[src/scg_pkg.sv]
package scg_pkg;

    // ==========================================================
    // Clock rates
    localparam int unsigned MCLK_MHZ = 250;
    localparam int unsigned OSC_THRESH_MHZ = 5;
    localparam int unsigned THRESH_CYCLES = MCLK_MHZ / OSC_THRESH_MHZ;
    localparam int unsigned PERIOD_W = 12;
    localparam int unsigned NUM_DIV = 5;

    // ==========================================================
    // Register map
    localparam int unsigned ADDR_W = 18;
    localparam logic [15:0] SCC_INDEX = 16'hFF3A;
    localparam logic [15:0] STATUS_INDEX = 16'hFF3B;
    localparam logic [7:0] SCC_RESET = 8'h00;
    localparam logic [7:0] SCC_WMASK = 8'hC7;
    localparam int unsigned OUT_DIS_BIT = 7;
    localparam int unsigned RSVD_BIT = 6;
    localparam int unsigned SEL_MSB = 2;
    localparam int unsigned SEL_LSB = 0;
    localparam int unsigned STAT_FAST_BIT = 31;

    // ==========================================================
    // Bus master clock selections
    typedef enum logic [2:0] {
        SEL_FULL = 3'h0,
        SEL_DIV2 = 3'h1,
        SEL_DIV4 = 3'h2,
        SEL_DIV8 = 3'h3,
        SEL_DIV16 = 3'h4,
        SEL_DIV32 = 3'h5
    } scg_sel_type;

endpackage : scg_pkg

[src/scg_clk_if.sv]
interface scg_clk_if;
    logic phi_tick;
    logic [scg_pkg::NUM_DIV-1:0] div_tick;
    logic [2:0] select;
    logic bus_tick;

    modport divider (input phi_tick, output div_tick);
    modport selector (input phi_tick, input div_tick, input select,
        output bus_tick);
    modport top (output phi_tick, output select, input div_tick,
        input bus_tick);
endinterface : scg_clk_if

[src/scg_divider.sv]
module scg_divider (
    input wire logic mclk,
    input wire logic rst_b,
    scg_clk_if.divider clk_if
);

    // ==========================================================
    // State
    typedef struct packed {
        logic [scg_pkg::NUM_DIV-1:0] count;
    } scg_div_state_type;

    scg_div_state_type state_q;
    scg_div_state_type state_d;

    always_comb begin
        state_d = state_q;
        if (clk_if.phi_tick) begin
            state_d.count = state_q.count + 1'b1;
        end
    end

    always_ff @(posedge mclk) begin
        if (!rst_b) begin
            state_q <= '0;
        end else begin
            state_q <= state_d;
        end
    end

    // ==========================================================
    // One tick per 2, 4, 8, 16, 32 system clock ticks
    genvar g;
    generate
        for (g = 0; g < scg_pkg::NUM_DIV; g++) begin : g_div
            assign clk_if.div_tick[g] = clk_if.phi_tick
                && (&state_q.count[g:0]);
        end
    endgenerate

endmodule : scg_divider

[src/scg_selector.sv]
module scg_selector (
    scg_clk_if.selector clk_if
);

    // ==========================================================
    // Bus master tick choice
    always_comb begin
        case (clk_if.select)
            scg_pkg::SEL_FULL: clk_if.bus_tick = clk_if.phi_tick;
            scg_pkg::SEL_DIV2: clk_if.bus_tick = clk_if.div_tick[0];
            scg_pkg::SEL_DIV4: clk_if.bus_tick = clk_if.div_tick[1];
            scg_pkg::SEL_DIV8: clk_if.bus_tick = clk_if.div_tick[2];
            scg_pkg::SEL_DIV16: clk_if.bus_tick = clk_if.div_tick[3];
            scg_pkg::SEL_DIV32: clk_if.bus_tick = clk_if.div_tick[4];
            default: clk_if.bus_tick = clk_if.phi_tick;
        endcase
    end

endmodule : scg_selector

[src/scg_system_clock_generator.sv]
// Summary of operation
// - Reset and hard standby zero the register; soft standby keeps it.
// - Bit 7 clear puts the clock on the pin; bit 7 set holds the pin high.
// - In soft standby the pin is high, in hard standby it floats.
// - Bit 6 reads back what is written; software writes only zero to it.
// - Bits 5 to 3 read as zero and ignore writes.
// - Select zero, the reset value, gives the bus master the full clock.
// - Select 1 to 5 gives the bus master the clock over 2, 4, 8, 16, 32.
// - A divider makes the clock over 2, 4, 8, 16 and 32.
// - The bus master clock is picked only by the present select field.
// - Oscillator duty is corrected at or above the threshold frequency.
// - The register is decoded at its own index, readable and writable.
// - Only the bus master runs slow; other modules keep the full clock.
module scg_system_clock_generator (
    input wire logic mclk,
    input wire logic rst_b,
    // APB slave
    input wire logic psel,
    input wire logic penable,
    input wire logic pwrite,
    input wire logic [scg_pkg::ADDR_W-1:0] paddr,
    input wire logic [31:0] pwdata,
    input wire logic [3:0] pstrb,
    output logic [31:0] prdata,
    output logic pready,
    output logic pslverr,
    // Oscillator and standby
    input wire logic osc_in,
    input wire logic hw_standby_b,
    input wire logic sw_standby,
    // Clock pin
    output logic clock_pin_o,
    output logic clock_pin_oe_b,
    // Clock ticks for consumers
    output logic phi_level,
    output logic module_tick,
    output logic bus_tick
);

    // ==========================================================
    // State
    typedef struct packed {
        logic [2:0] osc_sync;
        logic [2:0] stby_sync;
        logic osc_lvl;
        logic stby_lvl_b;
        logic [scg_pkg::PERIOD_W-1:0] cnt;
        logic [scg_pkg::PERIOD_W-1:0] period;
        logic fast;
        logic [scg_pkg::PERIOD_W-1:0] gen_cnt;
        logic gen_lvl;
        logic phi_lvl;
        logic [7:0] system_clock_control;
        logic [31:0] rdata;
        logic slverr;
        logic pin_o;
        logic pin_oe_b;
    } scg_top_state_type;

    localparam logic [scg_pkg::PERIOD_W-1:0] THRESH =
        scg_pkg::PERIOD_W'(scg_pkg::THRESH_CYCLES);
    localparam logic [scg_pkg::PERIOD_W-1:0] CNT_MAX = '1;

    scg_top_state_type state_q;
    scg_top_state_type state_d;

    scg_clk_if clk_if ();

    logic osc_new;
    logic osc_rise;
    logic phi_new;
    logic [15:0] index;
    logic hit_ctrl;
    logic hit_stat;
    logic setup;
    logic wr_access;
    logic [7:0] wmask;

    // ==========================================================
    // Bus decode
    assign index = paddr[scg_pkg::ADDR_W-1:2];
    assign hit_ctrl = (index == scg_pkg::SCC_INDEX)
        && (paddr[1:0] == 2'h0);
    assign hit_stat = (index == scg_pkg::STATUS_INDEX)
        && (paddr[1:0] == 2'h0);
    assign setup = psel && !penable;
    assign wr_access = psel && penable && pwrite && hit_ctrl && pstrb[0];
    assign wmask = scg_pkg::SCC_WMASK;

    // ==========================================================
    // Next state
    always_comb begin
        state_d = state_q;
        osc_new = state_q.osc_lvl;
        phi_new = state_q.phi_lvl;
        osc_rise = 1'b0;

        // Three-stage input sampling
        state_d.osc_sync = {state_q.osc_sync[1:0], osc_in};
        state_d.stby_sync = {state_q.stby_sync[1:0], hw_standby_b};
        if (state_q.osc_sync[1] == state_q.osc_sync[2]) begin
            osc_new = state_q.osc_sync[2];
        end
        if (state_q.stby_sync[1] == state_q.stby_sync[2]) begin
            state_d.stby_lvl_b = state_q.stby_sync[2];
        end
        state_d.osc_lvl = osc_new;
        osc_rise = osc_new && !state_q.osc_lvl;

        // Oscillator period measurement
        if (osc_rise) begin
            state_d.cnt = '0;
            state_d.period = state_q.cnt + 1'b1;
            state_d.fast = (state_q.cnt < THRESH);
        end else if (state_q.cnt != CNT_MAX) begin
            state_d.cnt = state_q.cnt + 1'b1;
        end

        // Regenerated half-high, half-low clock
        if (osc_rise) begin
            state_d.gen_cnt = '0;
            state_d.gen_lvl = 1'b1;
        end else begin
            if (state_q.gen_cnt != CNT_MAX) begin
                state_d.gen_cnt = state_q.gen_cnt + 1'b1;
            end
            if ((state_q.gen_cnt + 1'b1) >= (state_q.period >> 1)) begin
                state_d.gen_lvl = 1'b0;
            end
        end

        // System clock level
        if (state_q.fast) begin
            phi_new = state_d.gen_lvl;
        end else begin
            phi_new = osc_new;
        end
        state_d.phi_lvl = phi_new;

        // Control register
        if (wr_access) begin
            state_d.system_clock_control =
                pwdata[7:0] & wmask;
        end

        // APB read data, captured in the setup cycle
        if (setup) begin
            state_d.rdata = '0;
            state_d.slverr = !(hit_ctrl || hit_stat);
            if (hit_ctrl) begin
                state_d.rdata[7:0] =
                    state_q.system_clock_control & wmask;
            end else if (hit_stat) begin
                state_d.rdata[scg_pkg::PERIOD_W-1:0] = state_q.period;
                state_d.rdata[scg_pkg::STAT_FAST_BIT] = state_q.fast;
            end
        end

        // Clock pin
        state_d.pin_oe_b = 1'b0;
        if (!state_q.stby_lvl_b) begin
            state_d.pin_oe_b = 1'b1;
            state_d.pin_o = 1'b1;
        end else if (sw_standby) begin
            state_d.pin_o = 1'b1;
        end else if (state_q.system_clock_control[scg_pkg::OUT_DIS_BIT]) begin
            state_d.pin_o = 1'b1;
        end else begin
            state_d.pin_o = phi_new;
        end

        // Hardware standby clears the register, software standby keeps it
        if (!state_q.stby_lvl_b) begin
            state_d.system_clock_control = scg_pkg::SCC_RESET;
        end
    end

    always_ff @(posedge mclk) begin
        if (!rst_b) begin
            state_q <= '0;
            state_q.osc_sync <= 3'h7;
            state_q.stby_sync <= 3'h7;
            state_q.stby_lvl_b <= 1'b1;
            state_q.osc_lvl <= 1'b1;
            state_q.phi_lvl <= 1'b1;
            state_q.system_clock_control <= scg_pkg::SCC_RESET;
            state_q.pin_o <= 1'b1;
            state_q.pin_oe_b <= 1'b0;
        end else begin
            state_q <= state_d;
        end
    end

    // ==========================================================
    // Divider and bus master clock selection
    assign clk_if.phi_tick = state_d.phi_lvl && !state_q.phi_lvl;
    assign clk_if.select = state_q.system_clock_control
        [scg_pkg::SEL_MSB:scg_pkg::SEL_LSB];

    scg_divider u_divider (
        .mclk(mclk),
        .rst_b(rst_b),
        .clk_if(clk_if.divider)
    );

    scg_selector u_selector (
        .clk_if(clk_if.selector)
    );

    // ==========================================================
    // Outputs
    assign prdata = state_q.rdata;
    assign pready = 1'b1;
    assign pslverr = state_q.slverr && psel && penable;
    assign clock_pin_o = state_q.pin_o;
    assign clock_pin_oe_b = state_q.pin_oe_b;
    assign phi_level = state_q.phi_lvl;
    assign module_tick = clk_if.phi_tick;
    assign bus_tick = clk_if.bus_tick;

endmodule : scg_system_clock_generator

[config.mk]
export PLATFORM = sky130hd
export DESIGN_NAME = scg_system_clock_generator
export DESIGN_NICKNAME = d
export VERILOG_FILES = /design/src/scg_pkg.sv /design/src/scg_clk_if.sv /design/src/scg_divider.sv /design/src/scg_selector.sv /design/src/scg_system_clock_generator.sv
export SDC_FILE = /design/constraint.sdc
export NUM_CORES = 1
export LEC_CHECK = 0
export BUFFER_PORTS_ARGS = -buffer_cell sky130_fd_sc_hd__buf_2
export CORE_MARGIN = 8
export CORE_UTILIZATION = 50
export CTS_BUF_LIST = sky130_fd_sc_hd__clkbuf_16
export DETAILED_ROUTE_END_ITERATION = 16
export PLACE_DENSITY = 0.76
export REMOVE_ABC_BUFFERS = 1
export SETUP_SLACK_MARGIN = 0.5
export SLEW_MARGIN = 15
export SYNTH_ARGS = -nofsm -noshare
export SYNTH_HDL_FRONTEND = slang
export SYNTH_SLANG_ARGS = --single-unit
[constraint.sdc]
create_clock -name mclk -period 8.3 [get_ports mclk]
set_input_delay 0.83 -clock mclk [delete_from_list [all_inputs] [get_ports mclk]]
set_output_delay 0.83 -clock mclk [all_outputs]
set_load 0.02 [all_outputs]
; Yosys cells after proc, flatten, opt, wreduce, memory -nomap -nowiden
; Index checks and enable logic that the tools add are counted.
[op_classes]
eq_ne = 11
magnitude_cmp = 2
muxes = 11
n_reduce_logical = 29
bitwise = 2
addsub = 3
[ops]
columns = cell, n
row1 = "16-bit equality test, second input constant", 2
row2 = "12-bit by 1-bit adder with 12-bit output, second input constant", 2
row3 = "12-bit inequality test, second input constant", 2
row4 = 1-bit logical AND, 16
row5 = 12-bit by 11-bit greater-or-equal comparator with 1-bit output, 1
row6 = "12-bit by 6-bit less-than comparator with 1-bit output, second input constant", 1
row7 = 12-bit two-way mux, 1
row8 = 8-bit two-way mux, 1
row9 = 1-bit two-way mux, 7
row10 = "3-bit by 2-bit equality test with 1-bit output, second input constant", 2
row11 = "3-bit equality test, second input constant", 2
row12 = "5-bit by 1-bit adder with 5-bit output, second input constant", 1
row13 = 1-bit one-hot mux with 5 select lines, 1
row14 = 5-bit AND reduction, 1
row15 = 1-bit logical NOT, 4
row16 = 4-bit two-way mux, 1
row17 = 2-bit AND reduction, 2
row18 = 4-bit AND reduction, 1
row19 = 4-bit OR reduction, 1
row20 = "3-bit by 1-bit equality test with 1-bit output, second input constant", 1
row21 = 3-bit AND reduction, 1
row22 = 1-bit equality test, 2
row23 = 2-bit logical NOT, 1
row24 = 1-bit NOT, 2
row25 = 2 further kinds, 2
[word_totals]
wordCells = 74
reg_bits = 73

; Logic depth before layout (Yosys ltp)
[logic_depth]
word_depth = 8
depth_mapped = 11
depth_no_buf = 11

; Hierarchy
; Synthesis repeated with hierarchy kept, for this count alone.
[unflattened]
hier_cells = 405
hier_area_um2 = 3652.3
[by_module_without_submodules]
columns = module, instances, seq_area_each_um2, area_per_inst_um2, cells_per_inst
row1 = scg_system_clock_generator, 1, 1361.3, 3293.2, 369
row2 = scg_divider, 1, 100.1, 297.8, 28
row3 = scg_selector, 1, 0.0, 61.3, 8

; Least setup slack after synthesis
; OpenSTA, ideal clock, no wires.
[synth_path]
path_type = reg-to-output
start = register state_q[47] in the netlist's numbering
end = output bus_tick
t_required_ns = 7.470
path_stages_with_launch = 12
path_slack_ns = 4.637
arrival_ns = 2.833
path_cell_list = dfxtp_1 nand4_2 nor2_1 and3_1 xnor2_1 inv_1 ha_1 a211o_2 a221o_2 a211oi_2 nand2_2 a211oi_1
[synth_via]
elab_chain_len = 8
[synth_rtl]
columns = element, line
row1 = from (decl), scg_system_clock_generator.sv:64  ; scg_top_state_type state_q;
row2 = from (signal assigned), scg_system_clock_generator.sv:190  ; state_q <= state_d;
row3 = 12-bit by 1-bit adder with 12-bit output (*), scg_system_clock_generator.sv:127  ; if ((state_q.gen_cnt + 1'b1) >= (state_q.period >> 1)) begin
row4 = 12-bit by 11-bit greater-or-equal comparator with 1-bit output (*), scg_system_clock_generator.sv:127
row5 = 1-bit two-way mux (*), scg_system_clock_generator.sv:127
row6 = 1-bit two-way mux (*), scg_system_clock_generator.sv:120  ; if (osc_rise) begin
row7 = 1-bit two-way mux (*), scg_system_clock_generator.sv:133  ; if (state_q.fast) begin
row8 = 1-bit logical AND (*), scg_system_clock_generator.sv:196  ; assign clk_if.phi_tick = state_d.phi_lvl && !state_q.phi_lvl;
row9 = 1-bit logical AND, scg_divider.sv:37  ; && (&state_q.count[g:0]);
row10 = 1-bit one-hot mux with 5 select lines (*), scg_selector.sv:8  ; case (clk_if.select)
row11 = to (decl), scg_system_clock_generator.sv:37  ; output logic bus_tick
; Mark *: on every way between the ends. The rest lies on a longest branch, timed or not.

; Final worst setup path
[layout_path]
start = register state_q[45] in the netlist's numbering
end = output bus_tick
; The elaborated chain is that of the path after synthesis.

==> impl_metrics.py <==
metrics = {
    "finish": {
        "final_nets": 536,
        "multi_input_area_um2": 1957,
        "ff_latch_area_um2": 1461,
        "antenna_cells": 0,
        "area_growth_pct": 11.20,
        "design_area_um2": 4200,
        "fillCellCount": 651,
        "drive_gt1_share_pct": 18.18,
    },
    "setup_path": {
        "critPathRequiredTime_ns": 7.47,
        "critPathSlowestCell": "dfxtp_1",
        "reg2reg_slack_ns": 5.25,
        "r2r_end": "u_divider.state_q[2]",
        "cp-startpoint": "state_q[45]",
        "max_stage_delay_ns": 0.47,
        "timing.rr.start": "state_q[45]",
        "start_kind": "flip-flop",
        "critPathArrivalTime_ns": 3.41,
        "worstSetupEndpointType": "primary output",
        "crit_type": "flip-flop to primary output",
        "crit_chain": "nand3_1, nor2_1, and3_1, xnor2_1, inv_1, ha_1, a211o_2, a221o_2, a211oi_2, nand2_2, a211oi_1, buf_2",
        "worstPathMaxFanout": 7,
        "reg2reg_depth": 11,
    },
    "detailed_routing": {
        "drt-total-wl_um": 8257,
        "drc_errors": 0,
        "ant_nets": 0,
        "drt-pass1-iter-count": 7,
        "drtIter0Drc": 173,
        "wl_per_cell_um": 14.72,
        "vias": 3017,
        "drt-vias-per-instance": 5.378,
    },
    "floorplanning": {
        "initial_core_util_pct": 51.80,
        "core_um2": 7292,
        "io_pins": 101,
        "dieWidth_um": 102.9,
        "dieHeight_um": 102.9,
        "row_count": 31,
        "die-area_um2": 10590,
    },
    "power": {
        "p_leak_nw": 1.933,
        "seqPwrFrac_pct": 44.9,
        "power_density_nw_per_um2": 191.1,
        "switchingPower_w": 0.0001720,
        "p_comb_share_pct": 5.4,
        "max-vdd-ir-drop_uv": 86.43,
        "switching_share_pct": 21.43,
        "p_int_w": 0.0006306,
        "p_total_w": 0.0008026,
        "clkPwrFrac_pct": 49.8,
    },
    "synthesis": {
        "synth_top_family_by_area": "simple AND/OR/NAND/NOR gates",
        "synth_compound_gate_area_share_pct": 14.51,
        "avgSynthCellArea_um2": 8.785,
        "synth-edff-count": 0,
        "synth-seq-cells": 73,
        "ys_types": 59,
        "synthSimpleGateAreaFrac_pct": 21.80,
        "postSynthCellCount": 430,
        "synth_xor_area_share_pct": 4.869,
        "yosys_warnings": 0,
        "ys_seq_area_share_pct": 38.69,
        "synth_fa_ha_area_share_pct": 5.300,
        "synthFlopType": "dfxtp_1",
        "synthMuxAreaShare_pct": 3.345,
        "syn_area_um2": 3777,
        "synthArstFlopShare_pct": 0,
    },
    "clock_tree": {
        "htreeDepth": 3,
        "root_buffer": "clkbuf_16",
        "numClockSinks": 73,
        "tritoncts.num_buffers": 9,
        "clkTransAtPathRegs_ns": 0.05,
        "post_cts_buffers": 0,
        "clk_latency_ns": 0.33,
        "cts_buffer_depth": 2,
        "cts_tree": "yes",
        "cts_resized": 0,
        "ctsHoldBuffers": 0,
    },
    "timing": {
        "fin_setup_tns_ns": 0,
        "hold_violations": 0,
        "grt_setup_unrepaired": "no",
        "skew_ns": 0.006303,
        "min_period_over_period_pct": 51.14,
        "finalSetupViolations": 0,
        "slew_viol_final": 0,
        "maxSlewHeadroom_pct": 25.99,
        "max_freq_mhz": 235.6,
        "finalCriticalPeriod_ns": 4.245,
        "worst_slew_pin_slew_ns": 1.106,
    },
    "global_routing": {
        "globalRouteTotalUtil_pct": 15.90,
        "grt_overflow_total": 0,
        "grt_max_degree": 56,
        "grt_pass1_vias": 2970,
        "antenna_found_initial": 0,
        "grt_pass1_wl_um": 13540,
    },
    "min_path": {
        "hold_depth": 1,
        "hp-class": "flip-flop to flip-flop",
        "hold_path_end": "state_d[89]",
        "min-delay-start": "state_d[88]",
    },
    "place": {
        "gp_congestion": 0.9133,
        "port_buffers": 50,
        "place_hpwl_um": 6138,
        "placed_area_um2": 3890,
    },
    "run": {
        "maxCapViolCount": 0,
    },
    "status": {
        "status": "finished clean",
    },
}
## cells in the final DEF, fill, tap and decap left out, drive strengths merged, types with 2 or more instances in the layout
cell / count
nor4b: 3
and2b: 2
a21boi: 2
nand4: 9
and3: 18
a211o: 6
o21ai: 11
nor2b: 14
o21a: 4
o311ai: 2
nand3: 18
xnor2: 10
nand2: 33
mux2i: 7
a22oi: 13
bufinv: 2
conb: 20
nor3: 9
o211ai: 2
nor2: 23
nand3b: 3
dfxtp: 73
a21oi: 24
clkbuf: 9
inv: 25
buf: 51
clkinv: 2
nand2b: 9
xor2: 11
mux2: 5
ha: 16
a211oi: 4
and4: 2
nor4: 2
## state kept, by name (all words and copies together) (netlist names)
register           flops
clk_if.select          3
clock_pin_o            1
clock_pin_oe_b         1
phi_level              1
prdata                13
state_d                4
state_q               45
u_divider.state_q      5
## synth_stat cells (7+ instances only)
cell / count / area [µm²]
nand4_1: 8 / 50.05
buf_4: 35 / 262.8
a22oi_1: 13 / 97.59
nand2b_1: 9 / 56.30
xnor2_1: 10 / 87.58
nand2_1: 32 / 120.1
xor2_1: 11 / 96.34
o21ai_0: 11 / 55.05
ha_1: 16 / 200.2
nor3_1: 9 / 45.04
a21oi_1: 24 / 120.1
and3_1: 17 / 106.4
mux2i_1: 7 / 70.07
clkbuf_1: 14 / 52.55
nor2b_1: 14 / 87.58
nand3_1: 18 / 90.09
nor2_1: 23 / 86.33
inv_1: 24 / 90.09
dfxtp_1: 73 / 1461
## critical path, delay by kind of cell (launching register included)
family,cells,cell delay [ns]
AOI/OAI and AO/OA,4,1.14
buffers and inverters,2,0.29
adders and majority gates,1,0.30
xor gates and xnor gates,1,0.16
DFF,1,0.47
and+or+nand+nor,4,0.73
## power by group through the flow
stage | registers, W | logic (W) | clock network, W
2_1_floorplan | 0.000366 | 0.0000260 | 0
3_3_place_gp | 0.000367 | 0.0000411 | 0
3_5_place_dp | 0.000367 | 0.0000422 | 0
4_1_cts | 0.000360 | 0.0000425 | 0.000406
5_1_grt | 0.000360 | 0.0000478 | 0.000422
6_report | 0.000360 | 0.0000430 | 0.000400
## logic make-up (layout without fill, tap and decap cells)
| family | after synthesis | in the layout |
|---|---|---|
| other | 2 | 20 |
| buffers and inverters | 76 | 90 |
| AO/OA/AOI/OAI | 79 | 79 |
| adder cells (fa/ha/maj) | 16 | 16 |
| XOR/XNOR | 21 | 21 |
| AND/OR/NAND/NOR | 151 | 151 |
| flip-flops | 73 | 73 |
| multiplexers | 12 | 12 |
## final cells by class
cell class | count | area share, %
Multi-Input combinational cell | 299 | 46.59
Sequential cell | 73 | 34.79
Timing Repair Buffer | 51 | 6.136
Clock buffer | 9 | 5.362
Tap cell | 99 | 2.949
Inverter | 24 | 2.145
Clock inverter | 6 | 2.026
## through the flow
step	util, %	setup WS [ns]	cells	hold WS (ns)
finish	57.60	4.055	561	0.4098
global route	57.60	3.780	561	0.4342
CTS	57.60	4.040	561	0.4105
detailed placement	53.35	4.403	546	0.3975
global placement	53.35	4.518	546	0.3907
floorplan	-	4.637	396	0.3863
## worst max path at each step
stage               end  cells past startpoint
6_report       bus_tick                     12
3_3_place_gp   bus_tick                     12
4_1_cts        bus_tick                     12
3_5_place_dp   bus_tick                     12
2_1_floorplan  bus_tick                     11
5_1_grt        bus_tick                     12
## layer usage
layer / GRT usage, % / part of all wire (%) / vias to the layer above
met3: 4.389 / 8.4 / 13
met2: 27.69 / 47 / 98
li1: - / - / 1509
met1: 17.89 / 43 / 1397
met5: 0 / 0 / -
met4: 6.340 / 1.8 / 0
Note: power is estimated with default switching activity, not from simulation.
